==> config.mk <==
export PLATFORM = sky130hd
export DESIGN_NAME = sdc_ctrl
export DESIGN_NICKNAME = d
export VERILOG_FILES = /design/src/include/sdc_pkg.sv /design/src/include/sdc_bank_if.sv /design/src/core/sdc_bank.sv /design/src/core/sdc_ctrl.sv
export SDC_FILE = /design/constraint.sdc
export NUM_CORES = 1
export LEC_CHECK = 0
export BUFFER_PORTS_ARGS = -buffer_cell sky130_fd_sc_hd__buf_2
export CAP_MARGIN = 0
export CORE_UTILIZATION = 40
export CTS_CLUSTER_SIZE = 8
export DETAILED_ROUTE_END_ITERATION = 8
export PLACE_DENSITY = 0.6
export SLEW_MARGIN = 20
export SYNTH_ARGS = -nofsm -noshare
export SYNTH_HDL_FRONTEND = slang
export SYNTH_HIERARCHICAL = 1
export SYNTH_SLANG_ARGS = --single-unit
==> constraint.sdc <==
create_clock -name CLK -period 10.1 [get_ports CLK]
set_clock_uncertainty 0.1 [all_clocks]
set_input_delay 2.02 -clock CLK [delete_from_list [all_inputs] [get_ports CLK]]
set_output_delay 2.02 -clock CLK [all_outputs]
set_load 0.005 [all_outputs]
==> src/include/sdc_pkg.sv <==
package sdc_pkg;
  // ****************************************
  // Timing figures, as printed
  // ****************************************
  localparam int CLK_PERIOD_PS = 40000;
  localparam int ROW_CYCLE_PS = 63000;
  localparam int ACT_TO_PRE_PS = 42000;
  localparam int ACT_TO_PRE_MAX_PS = 100000000;
  localparam int PRE_TO_ACT_PS = 20000;
  localparam int ACT_TO_COL_PS = 16000;
  localparam int ACT_TO_ACT_PS = 14000;
  localparam int CLOCK_ENABLE_RECOVERY_PS = 40000 + 3000;
  localparam int WRITE_RECOVERY_CYC = 1;
  localparam int MODE_LOAD_RECOVERY_CYC = 2;
  localparam int POWERUP_WAIT_US = 100;
  localparam int REFRESH_ROWS = 4096;
  localparam int REFRESH_PERIOD_MS = 64;
  localparam int READ_MASK_LATENCY = 2;
  localparam int WRITE_MASK_LATENCY = 0;
  localparam int STOP_WRITE_IGNORE_DELAY = 0;
  localparam int CAS_LATENCY = 3;
  localparam int INIT_REFRESHES = 2;
  // ****************************************
  // Derived cycle counts (minimums round up, maximums down)
  // ****************************************
  function automatic int up_cyc(input int ps);
    return (ps + CLK_PERIOD_PS - 1) / CLK_PERIOD_PS;
  endfunction
  localparam int RC_CYC = up_cyc(ROW_CYCLE_PS);
  localparam int RAS_CYC = up_cyc(ACT_TO_PRE_PS);
  localparam int RAS_MAX_CYC = ACT_TO_PRE_MAX_PS / CLK_PERIOD_PS;
  localparam int RP_CYC = up_cyc(PRE_TO_ACT_PS);
  localparam int RCD_CYC = up_cyc(ACT_TO_COL_PS);
  localparam int RRD_CYC = up_cyc(ACT_TO_ACT_PS);
  localparam int CKA_CYC = up_cyc(CLOCK_ENABLE_RECOVERY_PS);
  localparam int DAL_CYC = 1 + RP_CYC;
  localparam int POWERUP_CYC = POWERUP_WAIT_US * 1000000 / CLK_PERIOD_PS;
  localparam int REFRESH_INTERVAL_CYC =
    (REFRESH_PERIOD_MS * 1000) / REFRESH_ROWS * 1000000 / CLK_PERIOD_PS;
  // ****************************************
  // Pin and command encodings {cs_n,ras_n,cas_n,we_n}
  // ****************************************
  localparam int AUTOPRECHARGE_SELECT_BIT = 10;
  localparam int BANK_SELECT_BIT = 11;
  localparam logic [3:0] CMD_NOP = 4'h7;
  localparam logic [3:0] CMD_ACT = 4'h3;
  localparam logic [3:0] CMD_RD = 4'h5;
  localparam logic [3:0] CMD_WR = 4'h4;
  localparam logic [3:0] CMD_PRE = 4'h2;
  localparam logic [3:0] CMD_REF = 4'h1;
  localparam logic [3:0] CMD_MRS = 4'h0;
  localparam logic [3:0] CMD_STOP = 4'h6;
  localparam logic [11:0] MODE_WORD = 12'h031;
  localparam logic [1:0] REQ_RD = 2'h1;
  localparam logic [1:0] REQ_WR = 2'h2;
endpackage
==> src/include/sdc_bank_if.sv <==
`timescale 1ns/1ps
interface sdc_bank_if;
  logic act;
  logic pre;
  logic col_wr;
  logic auto_pre;
  logic can_act;
  logic can_pre;
  logic can_col;
  modport ctl (output act, pre, col_wr, auto_pre, input can_act, can_pre, can_col);
  modport bank (input act, pre, col_wr, auto_pre, output can_act, can_pre, can_col);
endinterface

==> src/core/sdc_bank.sv <==
`timescale 1ns/1ps
module sdc_bank
  import sdc_pkg::*;
(
  // Clock and reset
  input wire logic clk,
  input wire logic rst,
  // Command events for this bank
  sdc_bank_if.bank bif
);
  logic [7:0] rc_cnt;
  logic [7:0] ras_cnt;
  logic [7:0] rcd_cnt;
  logic [7:0] rp_cnt;

  // Counters load on the event and count down to zero
  always_ff @(posedge clk) begin
    if (rst) begin
      rc_cnt <= 8'h00;
      ras_cnt <= 8'h00;
      rcd_cnt <= 8'h00;
      rp_cnt <= 8'h00;
    end else begin
      if (bif.act) begin
        rc_cnt <= 8'(RC_CYC - 1);
        ras_cnt <= 8'(RAS_CYC - 1);
        rcd_cnt <= 8'(RCD_CYC - 1);
      end else begin
        if (rc_cnt != 8'h00) rc_cnt <= rc_cnt - 8'h01;
        if (ras_cnt != 8'h00) ras_cnt <= ras_cnt - 8'h01;
        if (rcd_cnt != 8'h00) rcd_cnt <= rcd_cnt - 8'h01;
      end
      if (bif.pre) begin
        rp_cnt <= 8'(RP_CYC - 1);
      end else if (bif.col_wr) begin
        // Write burst of one: recovery before precharge or auto-precharge
        rp_cnt <= bif.auto_pre ? 8'(DAL_CYC) : 8'(WRITE_RECOVERY_CYC);
      end else if (rp_cnt != 8'h00) begin
        rp_cnt <= rp_cnt - 8'h01;
      end
    end
  end

  assign bif.can_act = (rc_cnt == 8'h00) && (rp_cnt == 8'h00);
  assign bif.can_pre = (ras_cnt == 8'h00) && (rp_cnt == 8'h00);
  assign bif.can_col = (rcd_cnt == 8'h00);

  // Spacings come from the clock period, so check the gating rather than fixed counts
  a_act_spacing: assert property (@(posedge clk) disable iff (rst)
    bif.act |-> bif.can_act) else $error("activate spacing too short");
  a_rcd_spacing: assert property (@(posedge clk) disable iff (rst)
    bif.col_wr |-> bif.can_col) else $error("activate to column too short");
endmodule

==> src/core/sdc_ctrl.sv <==
`timescale 1ns/1ps
module sdc_ctrl
  import sdc_pkg::*;
#(
  parameter int POWERUP_CYCLES = POWERUP_CYC,
  parameter int REFRESH_CYCLES = REFRESH_INTERVAL_CYC,
  parameter int ROW_OPEN_MAX = RAS_MAX_CYC
) (
  // Clock and reset
  input wire logic CLK,
  input wire logic RST,
  // User request
  input wire logic [1:0] REQ_OP,
  input wire logic [20:0] REQ_ADDR,
  input wire logic [15:0] REQ_WDATA,
  input wire logic [1:0] REQ_MASK,
  input wire logic REQ_AUTO_PRE,
  input wire logic REQ_VALID,
  output logic REQ_READY,
  output logic [15:0] RD_DATA,
  output logic RD_VALID,
  output logic INIT_DONE,
  // Memory pins
  output logic MEM_CKE,
  output logic MEM_CS_N,
  output logic MEM_RAS_N,
  output logic MEM_CAS_N,
  output logic MEM_WE_N,
  output logic [11:0] MEM_ADDR,
  output logic [1:0] MEM_DQM,
  output logic [15:0] MEM_DQ_OUT,
  output logic MEM_DQ_OE,
  input wire logic [15:0] MEM_DQ_IN
);
  // ****************************************
  // State machine
  // ****************************************
  typedef enum logic [6:0] {
    S_WAIT = 7'h01, S_PREALL = 7'h02, S_REF = 7'h04, S_MODE = 7'h08,
    S_IDLE = 7'h10, S_ACT = 7'h20, S_COL = 7'h40
  } sdc_state_t;

  sdc_state_t state;
  logic [31:0] wait_cnt;
  logic [31:0] ref_cnt;
  logic [31:0] open_cnt;
  logic [3:0] init_refs;
  logic ref_due;
  logic [1:0] open_bank;
  logic [10:0] open_row [2];
  logic [7:0] rrd_cnt;
  logic [7:0] mrs_cnt;
  logic [7:0] cke_cnt;
  logic [5:0] rd_pipe;
  logic [15:0] dq_s1;
  logic [15:0] dq_s2;
  logic [1:0] bank_act;
  logic [1:0] bank_pre;
  logic [3:0] cmd;
  logic [11:0] addr;
  logic busy;
  logic req_bank;
  logic hit;

  sdc_bank_if bif0 ();
  sdc_bank_if bif1 ();

  function automatic logic [11:0] pre_addr(input logic all, input logic bank);
    pre_addr = 12'h000;
    pre_addr[AUTOPRECHARGE_SELECT_BIT] = all;
    pre_addr[BANK_SELECT_BIT] = bank;
  endfunction

  assign req_bank = REQ_ADDR[20];
  assign hit = open_bank[req_bank] && (open_row[req_bank] == REQ_ADDR[19:9]);
  assign busy = (mrs_cnt != 8'h00) || (cke_cnt != 8'h00);

  sdc_bank u_bank0 (.clk(CLK), .rst(RST), .bif(bif0));
  sdc_bank u_bank1 (.clk(CLK), .rst(RST), .bif(bif1));

  assign bif0.act = bank_act[0];
  assign bif1.act = bank_act[1];
  assign bif0.pre = bank_pre[0];
  assign bif1.pre = bank_pre[1];
  assign bif0.col_wr = (cmd == CMD_WR) && !addr[BANK_SELECT_BIT];
  assign bif1.col_wr = (cmd == CMD_WR) && addr[BANK_SELECT_BIT];
  assign bif0.auto_pre = addr[AUTOPRECHARGE_SELECT_BIT];
  assign bif1.auto_pre = addr[AUTOPRECHARGE_SELECT_BIT];

  // ****************************************
  // Command selection
  // ****************************************
  logic can_act_req;
  logic can_pre_req;
  logic can_col_req;
  logic can_all;
  assign can_act_req = (req_bank ? bif1.can_act : bif0.can_act) && (rrd_cnt == 8'h00);
  assign can_pre_req = req_bank ? bif1.can_pre : bif0.can_pre;
  assign can_col_req = req_bank ? bif1.can_col : bif0.can_col;
  assign can_all = bif0.can_act && bif1.can_act && bif0.can_pre && bif1.can_pre;

  // Column command goes out the cycle it is accepted; back to back allowed
  // Writes wait out a read's data slot: their mask would hide it, their drive would clash
  assign REQ_READY = (state == S_IDLE) && !busy && !ref_due && REQ_VALID
                     && hit && can_col_req
                     && !(REQ_OP == REQ_WR && rd_pipe[1:0] != 2'b00);

  always_comb begin
    cmd = CMD_NOP;
    addr = 12'h000;
    bank_act = 2'b00;
    bank_pre = 2'b00;
    if (!busy) begin
      case (state)
        S_PREALL: begin
          if (wait_cnt == 0 && can_all) begin
            cmd = CMD_PRE;
            addr = pre_addr(1'b1, 1'b0);
            bank_pre = 2'b11;
          end
        end
        S_REF: begin
          if (can_all) begin
            cmd = CMD_REF;
            bank_act = 2'b11;
          end
        end
        S_MODE: begin
          // Mode load waits out the last init refresh
          if (can_all) begin
            cmd = CMD_MRS;
            addr = MODE_WORD;
          end
        end
        S_IDLE: begin
          if (ref_due || open_cnt >= 32'(ROW_OPEN_MAX)) begin
            if (open_bank != 2'b00 && can_all) begin
              cmd = CMD_PRE;
              addr = pre_addr(1'b1, 1'b0);
              bank_pre = 2'b11;
            end
          end else if (REQ_VALID && REQ_OP != 2'h0) begin
            if (REQ_READY) begin
              cmd = (REQ_OP == REQ_WR) ? CMD_WR : CMD_RD;
              addr = {req_bank, REQ_AUTO_PRE, 1'b0, REQ_ADDR[8:0]};
            end else if (open_bank[req_bank] && !hit && can_pre_req) begin
              cmd = CMD_PRE;
              addr = pre_addr(1'b0, req_bank);
              bank_pre[req_bank] = 1'b1;
            end else if (!open_bank[req_bank] && can_act_req) begin
              cmd = CMD_ACT;
              addr = {req_bank, REQ_ADDR[19:9]};
              bank_act[req_bank] = 1'b1;
            end
          end
        end
        default: begin
          cmd = CMD_NOP;
        end
      endcase
    end
  end

  // ****************************************
  // Sequencing and timers
  // ****************************************
  always_ff @(posedge CLK) begin
    if (RST) begin
      state <= S_WAIT;
      wait_cnt <= 32'h0;
      init_refs <= 4'h0;
      INIT_DONE <= 1'b0;
      MEM_CKE <= 1'b0;
      cke_cnt <= 8'h00;
    end else begin
      if (cke_cnt != 8'h00) cke_cnt <= cke_cnt - 8'h01;
      case (state)
        S_WAIT: begin
          if (wait_cnt >= 32'(POWERUP_CYCLES)) begin
            state <= S_PREALL;
            wait_cnt <= 32'h0;
            MEM_CKE <= 1'b1;
            cke_cnt <= 8'(CKA_CYC);
          end else begin
            wait_cnt <= wait_cnt + 32'h1;
          end
        end
        S_PREALL: if (cmd == CMD_PRE) state <= S_REF;
        S_REF: begin
          if (cmd == CMD_REF) begin
            init_refs <= init_refs + 4'h1;
            if (INIT_DONE) state <= S_IDLE;
            else if (init_refs == 4'(INIT_REFRESHES - 1)) state <= S_MODE;
          end
        end
        S_MODE: begin
          if (cmd == CMD_MRS) begin
            state <= S_IDLE;
            INIT_DONE <= 1'b1;
          end
        end
        S_IDLE: if (ref_due && open_bank == 2'b00) state <= S_REF;
        default: state <= S_WAIT;
      endcase
    end
  end

  // Refresh cadence; ref_due clears only as the refresh issues
  always_ff @(posedge CLK) begin
    if (RST) begin
      ref_cnt <= 32'h0;
      ref_due <= 1'b0;
    end else begin
      if (cmd == CMD_REF) ref_due <= 1'b0;
      if (ref_cnt >= 32'(REFRESH_CYCLES - 1)) begin
        ref_cnt <= 32'h0;
        if (INIT_DONE) ref_due <= 1'b1;
      end else begin
        ref_cnt <= ref_cnt + 32'h1;
      end
    end
  end

  // Row tracking, bank-to-bank and mode-load spacing
  always_ff @(posedge CLK) begin
    if (RST) begin
      open_bank <= 2'b00;
      open_row[0] <= 11'h000;
      open_row[1] <= 11'h000;
      open_cnt <= 32'h0;
      rrd_cnt <= 8'h00;
      mrs_cnt <= 8'h00;
    end else begin
      if (rrd_cnt != 8'h00) rrd_cnt <= rrd_cnt - 8'h01;
      if (mrs_cnt != 8'h00) mrs_cnt <= mrs_cnt - 8'h01;
      open_cnt <= (open_bank != 2'b00) ? open_cnt + 32'h1 : 32'h0;
      if (cmd == CMD_MRS) mrs_cnt <= 8'(MODE_LOAD_RECOVERY_CYC - 1);
      if (cmd == CMD_ACT) begin
        open_bank[addr[BANK_SELECT_BIT]] <= 1'b1;
        open_row[addr[BANK_SELECT_BIT]] <= addr[10:0];
        rrd_cnt <= 8'(RRD_CYC - 1);
      end
      open_bank <= (open_bank | (cmd == CMD_ACT ? (2'b01 << addr[BANK_SELECT_BIT]) : 2'b00))
                   & ~bank_pre;
      if ((cmd == CMD_RD || cmd == CMD_WR) && addr[AUTOPRECHARGE_SELECT_BIT])
        open_bank[addr[BANK_SELECT_BIT]] <= 1'b0;
    end
  end

  // ****************************************
  // Pins and read capture
  // ****************************************
  always_ff @(posedge CLK) begin
    if (RST) begin
      {MEM_CS_N, MEM_RAS_N, MEM_CAS_N, MEM_WE_N} <= CMD_NOP;
      MEM_ADDR <= 12'h000;
      MEM_DQM <= 2'h3;
      MEM_DQ_OUT <= 16'h0000;
      MEM_DQ_OE <= 1'b0;
      rd_pipe <= 6'h00;
      dq_s1 <= 16'h0000;
      dq_s2 <= 16'h0000;
      RD_DATA <= 16'h0000;
      RD_VALID <= 1'b0;
    end else begin
      {MEM_CS_N, MEM_RAS_N, MEM_CAS_N, MEM_WE_N} <= cmd;
      MEM_ADDR <= addr;
      // Write mask acts in the data cycle, read mask on read data later
      MEM_DQM <= (cmd == CMD_WR) ? REQ_MASK : 2'h0;
      MEM_DQ_OUT <= REQ_WDATA;
      MEM_DQ_OE <= (cmd == CMD_WR);
      // Pad sampled via two flops; adds two cycles to the read latency
      dq_s1 <= MEM_DQ_IN;
      dq_s2 <= dq_s1;
      // Pin register, CAS latency, two sync flops and output register: seven edges from take to valid
      rd_pipe <= {rd_pipe[4:0], (cmd == CMD_RD)};
      RD_VALID <= rd_pipe[5];
      RD_DATA <= dq_s2;
    end
  end

  // Pin period fixed by clock: 40 ns exceeds the 8 ns floor
  a_mode_gap: assert property (@(posedge CLK) disable iff (RST)
    cmd == CMD_MRS |=> cmd == CMD_NOP) else $error("command inside mode load gap");
  a_rrd_gap: assert property (@(posedge CLK) disable iff (RST)
    cmd == CMD_ACT |-> rrd_cnt == 8'h00) else $error("activates too close");
  a_ref_idle: assert property (@(posedge CLK) disable iff (RST)
    cmd == CMD_REF |-> open_bank == 2'b00) else $error("refresh with open bank");
  a_col_open: assert property (@(posedge CLK) disable iff (RST)
    (cmd == CMD_RD || cmd == CMD_WR) |-> open_bank[addr[BANK_SELECT_BIT]])
    else $error("column to closed bank");
  a_init_first: assert property (@(posedge CLK) disable iff (RST)
    !INIT_DONE |-> !REQ_READY) else $error("request before init");
  a_cke_gap: assert property (@(posedge CLK) disable iff (RST)
    $rose(MEM_CKE) |-> cmd == CMD_NOP [*2]) else $error("command during cke recovery");
endmodule

After elaboration in Yosys (flattened, before gate mapping)
Memory sizes are Yosys's and may differ from the RTL's.
Index checks and enable logic that the tools add are counted.
{"block": "totals", "output_inout_bits": 55, "ff_bits": 290, "ramBits": 22, "elab_cells": 258, "in_bits": 61, "mem_bits_ro": 0, "n_memories": 1, "latch_bits": 0}
{"name": "open_row", "words": 2, "width": 11, "read_ports": 1, "rd_clocked_by_memory_dff": 0, "write_ports": 2, "line_no": "sdc_ctrl.sv:50", "text": "logic [10:0] open_row [2];"}
{"block": "op_classes", "n_eq_ne": 19, "multipliers": 0, "reduce_logical": 83, "mux": 88, "shift": 1, "div": 0, "n_lt_le_gt_ge": 7, "add_sub_neg": 15, "bitwise": 6}
{"cell": "$add A32 B1 Y32 const B", "n": 3}
{"cell": "$reduce_bool A8 Y1", "n": 11}
{"cell": "$sub A8 B1 Y8 const B", "n": 11}
{"cell": "$logic_not A8 Y1", "n": 9}
{"cell": "$mux W12", "n": 6}
{"cell": "$ge A32 B12 Y1 const B", "n": 2}
{"cell": "$mux W8", "n": 7}
{"cell": "$mux W7", "n": 7}
{"cell": "$mux W2", "n": 18}
{"cell": "$pmux W12 S3", "n": 1}
{"cell": "$pmux W7 S5", "n": 1}
{"cell": "$mux W11", "n": 3}
{"cell": "$ge A32 B9 Y1 const B", "n": 1}
{"cell": "$logic_not A32 Y1", "n": 1}
{"cell": "$mux W32", "n": 1}
{"cell": "$logic_and A1 B1 Y1", "n": 28}
{"cell": "$mux W1", "n": 28}
{"cell": "$mux W3", "n": 8}
{"cell": "$reduce_bool A2 Y1", "n": 10}
{"cell": "$pmux W4 S4", "n": 1}
{"cell": "$reduce_or A2 Y1", "n": 8}
{"cell": "$eq A11 B11 Y1", "n": 1}
{"cell": "$reduce_or A11 Y1", "n": 1}
{"cell": "$eq A4 B1 Y1 const B", "n": 2}
{"cell": "29 further kinds", "n": 50}

Longest topological paths before layout
{"block": "depth", "ltp_word": 21, "mapped_depth": 15, "depth_no_buf": 15}

Modules after synthesis
The synthesis kept the hierarchy.
{"mod": "sdc_ctrl", "cells_per_inst": 1004, "area_per_inst_um2": 9878.2, "seq_area_each_um2": 5124.9, "n_inst": 1}
{"mod": "sdc_bank", "cells_per_inst": 189, "area_per_inst_um2": 1644.1, "seq_area_each_um2": 640.6, "n_inst": 2}

Worst setup path after synthesis
Ideal clock, no wire load.
{"block": "synth_timing", "kind": "input -> output", "from": "input REQ_ADDR[20]", "to": "output REQ_READY", "cell_stages": 6, "required_time_ps": 7980, "setup_slack_ps": 4585, "arrival_time_ps": 3395, "path_buffers": 2, "path_cell_list": "buf_6 > mux2i_1 > xor2_1 > nand4_1 > nor4_2 > clkbuf_1"}
{"block": "synth_via", "elab_chain_len": 6, "word_cells_on_any_way": 9, "classes_between": "1 x eq/ne; 3 x mux; 4 x reduce/logical; 1 x memory"}
{"element": "from (decl)", "line_no": "sdc_ctrl.sv:14", "text": "input wire logic [20:0] REQ_ADDR,"}
{"element": "$mem_v2 Z2 W11 or $mux W1 (tied branches)"}
{"element": "$eq A11 B11 Y1 or $mux W1 (tied branches)", "line_no": "sdc_ctrl.sv:75", "text": "assign hit = open_bank[req_bank] && (open_row[req_bank] == REQ_ADDR[19:9]);"}
{"element": "$logic_and A1 B1 Y1", "line_no": "sdc_ctrl.sv:75"}
{"element": "$logic_and A1 B1 Y1", "line_no": "sdc_ctrl.sv:105", "text": "&& hit && can_col_req"}
{"element": "$logic_and A1 B1 Y1 *", "line_no": "sdc_ctrl.sv:105"}
{"element": "$logic_and A1 B1 Y1 *", "line_no": "sdc_ctrl.sv:106", "text": "&& !(REQ_OP == REQ_WR && rd_pipe[1:0] != 2'b00);"}
{"element": "to (decl)", "line_no": "sdc_ctrl.sv:19", "text": "output logic REQ_READY,"}
Every way passes the cells marked *; elsewhere a longest branch is shown, timed or not. The select of a mux whose other input is x is not followed.

Worst setup path in the final report
Same ends and word-level chain as after synthesis.

==> summary.txt <==
Worst setup path
  • Worst flop-to-flop path startpoint: u_bank0/rp_cnt[0]$_SDFFE_PP0P_
  • Most frequent CP cell: buf_2
  • Worst R2R Setup Slack: 4930 ps
  • Critical path's slowest cell: buf_2
  • Reg2Reg Depth: 12
  • Crit end category: output pin
  • RR Endpoint: open_row[0][6]$_SDFFCE_PN0P_
  • Worst Path Arrival: 3640 ps
  • CP startpoint kind: primary input
  • Critical path class: in2out
  • CP max stage delay: slightly above 400 ps
  • Cells along the critical path: buf_2, mux2i_1, xor2_1, nand4_1, nor4_2, buf_2
  • Critical path fanouts, max: 21
  • Critical path required time: 7980 ps

Logic synthesis
  • Most frequent cell after synthesis: dfxtp_1
  • Yosys reg bits: 309
  • Post-synth top area share: 0.436
  • Post-synth top area cell: dfxtp_1
  • Post-synth top cells: 287 x dfxtp_1, 156 x nor2_1, 77 x nor2b_1
  • Synth Cell Area: 13200 um2
  • Top cells by area, synth: dfxtp_1 44%, edfxtp_1 5.0%, nor2_1 4.4%, nor2b_1 3.7%, xor2_1 3.3%
  • Post-synth cell types: 87
  • Ys flop type: dfxtp_1
  • Post-Synthesis Cells: 1382
  • Ys async rst share: 0
  • Syn avg cell area: around 9.5 um2
  • Post-synth EDFFs: 22
  • Synth warn: 6
  • Register area share after synthesis: 0.487

Die
  • Rows: 66
  • IO Pins: 116
  • Die H: roughly 180 um
  • DIE WIDTH: 183 um
  • Core ar.: 32500 um2
  • Initial core utilization: 0.406
  • Die area: 33600 um2

Power
  • Maximum vdd drop: 131 uV
  • Static leakage: 0.00600 uW
  • Power per cell area: 225 nW/um2

Global route
  • Congestion Overflow GR: 0
  • Initial antenna violation count: 0
  • Total GRT Usage: 0.163
  • Vias in the first global route: 9435
  • Largest net degree at the start of global routing: 100
  • First-pass GRT wire length: approximately 46 mm

Final layout
  • Final instance area: 15400 um2
  • Synth-to-Final Area Change: 17.1%
  • Post-layout net count: 1610
  • Final Core Density: 0.475
  • Layout cells sized above 1: 0.145
  • N_diodes: 0
  • # fillers: 3110

Clocking
  • CTS clk-pin slew, worst paths: 50 ps
  • CTS H-Tree Depth: 2
  • Root Buffer Master: clkbuf_16
  • TritonCTS buffer count: 44
  • CTS resizes: 0
  • Worst-Skew Late Latency: 560 ps
  • TritonCTS clock tree: done
  • CTS Hold Bufs: 0
  • CTS Buffer Depth: 3
  • Clock Sinks: 309
  • Setup Buffers After CTS: 0

Hold path
  • Endpoint, Worst Hold: RD_DATA[9]$_SDFF_PP0_
  • Hold depth: 1
  • Min-Delay Path Class: reg2reg
  • Min-delay src: dq_s2[9]$_SDFF_PP0_

Timing
  • Hold Worst Slack: between 300 and 400 ps
  • Setup violators final: 0
  • Slew Limit Headroom: 0.281
  • RSZ-0062 raised after global routing: no
  • Worst slew pin tran: 1070 ps
  • Total negative slack: 0 ps
  • Max-slew violations: 0
  • Final worst slack: roughly 4300 ps
  • Tcrit/Tclk final: 0.571
  • Fmax: 173 MHz
  • Final Hold Fails: 0
  • Tmin final: 5760 ps

Status
  • Outcome: finished, final reports clean

Drt
  • Avg WL per Cell: 13.9 um
  • Vias per inst: 5.07
  • Initial DRC Count: 627
  • Detail Route Antenna Nets: 0
  • Highest metal layer with signal wires: met4
  • Drt drc: 0
  • Drt total wl: 27.4 mm
  • DRT Pass-1 Iters: 5
  • Met2 wire len: around 12 mm
  • Via count: 9995
  • M1 WL: 13.3 mm
  • Met3 routed WL: about 1.1 mm

Placed design
  • Placer's final routability congestion estimate: 0.905
  • Post-placement cell area: 14200 um2
  • DP HPWL: 19.1 mm
  • Buffers on Ports: 114
  • Setup WS pre-CTS: around 4400 ps

Job
  • MaxCap Viol Count: 0
[final cells by class]
cell class | instances | area (um2) | area share
flip-flops and latches | 309 | 6410 | 0.415
clock buffers | 52 | 1130 | 0.0733
inverters | 64 | 240 | 0.0156
clock inverters | 3 | 80.1 | 0.00519
repair buffers | 121 | 626 | 0.0406
multi-input cells | 981 | 6390 | 0.414
well taps | 442 | 553 | 0.0359
[metrics by stage]
stage	instances	total power, uW
3_5_place_dp	1917	2200
2_1_floorplan	1405	2040
3_3_place_gp	1917	2180
5_1_grt	1972	3690
6_report	1972	3480
4_1_cts	1972	3520
[flip-flops by register name, indices dropped and copies added, names as in the netlist, 12 cells and up]
register,flops
MEM_ADDR,12
MEM_DQ_OUT,16
RD_DATA,16
dq_s1,16
dq_s2,16
open_cnt,32
open_row,22
ref_cnt,32
wait_cnt,32
[placed cells by master (no fill, tap or decap), types with 7 or more instances in the layout]
cell       synthesis  routed
inv_1             64      64
or4_1             25      25
xor2_1            49      49
ha_1              28      28
or2_2             15      15
edfxtp_1          22      22
a21oi_1           55      55
nor3b_1            9       9
nor3_1            57      57
nand3b_1           7       7
and3_1            24      24
or4b_1             8       8
nor4_1            28      28
conb_1             1      24
a31oi_1            7       7
nand2b_1          16      16
nand4_1           24      24
o21ai_0           41      41
nor2_1           156     156
nand2_1           52      52
a211oi_1          19      19
buf_2              6     113
dfxtp_1          287     287
nor2b_1           77      77
or3_1             18      18
clkbuf_1          39       8
clkbuf_16          0      44
o31ai_1           11      11
nand3_1           30      30
a22oi_1           11      11
and4_1             9       9
xnor2_1           45      45
mux2i_1           15      15
nor4b_1            7       7
buf_4              4       8
[report_power, final]
part           internal, uW  switching, uW  leakage, uW
combinational           324            412      0.00285
clock                   785            516     0.000584
sequential             1350           94.8      0.00256
[logic make-up after synthesis]
kind of cell,count (synthesis),synth area share
other,1,0.000285
muxes,16,0.0123
xor gates and xnor gates,94,0.0625
AOI/OAI and AO/OA,207,0.111
DFF,309,0.487
and+or+nand+nor,612,0.266
adders and majority gates,28,0.0266
buffers and inverters,115,0.0352
[worst max-delay path, delay by kind of cell]
family	cells	cell delay, ps
buffers and inverters	2	580
AND/OR/NAND/NOR	2	500
multiplexers	1	300
XOR/XNOR	1	230
[metal layers]
| layer | GRT usage | vias to the layer above |
|---|---|---|
| met5 | 0 | - |
| met1 | 0.221 | 4643 |
| li1 | - | 5137 |
| met2 | 0.264 | 172 |
| met3 | 0.0279 | 43 |
| met4 | 0.0530 | 0 |
[how the worst max path moves through the flow]
| stage | from | slack (ps) | end | cells after the start |
|---|---|---|---|---|
| after floorplan | REQ_ADDR[20] | 4590 | REQ_READY | 6 |
| after global placement | REQ_ADDR[20] | 4410 | REQ_READY | 6 |
| after detailed placement | REQ_ADDR[20] | 4360 | REQ_READY | 6 |
| after CTS | REQ_ADDR[20] | 4340 | REQ_READY | 6 |
| after global routing | REQ_ADDR[20] | 4230 | REQ_READY | 6 |
| final | REQ_ADDR[20] | 4340 | REQ_READY | 6 |
(Power assumes the default switching activity.)
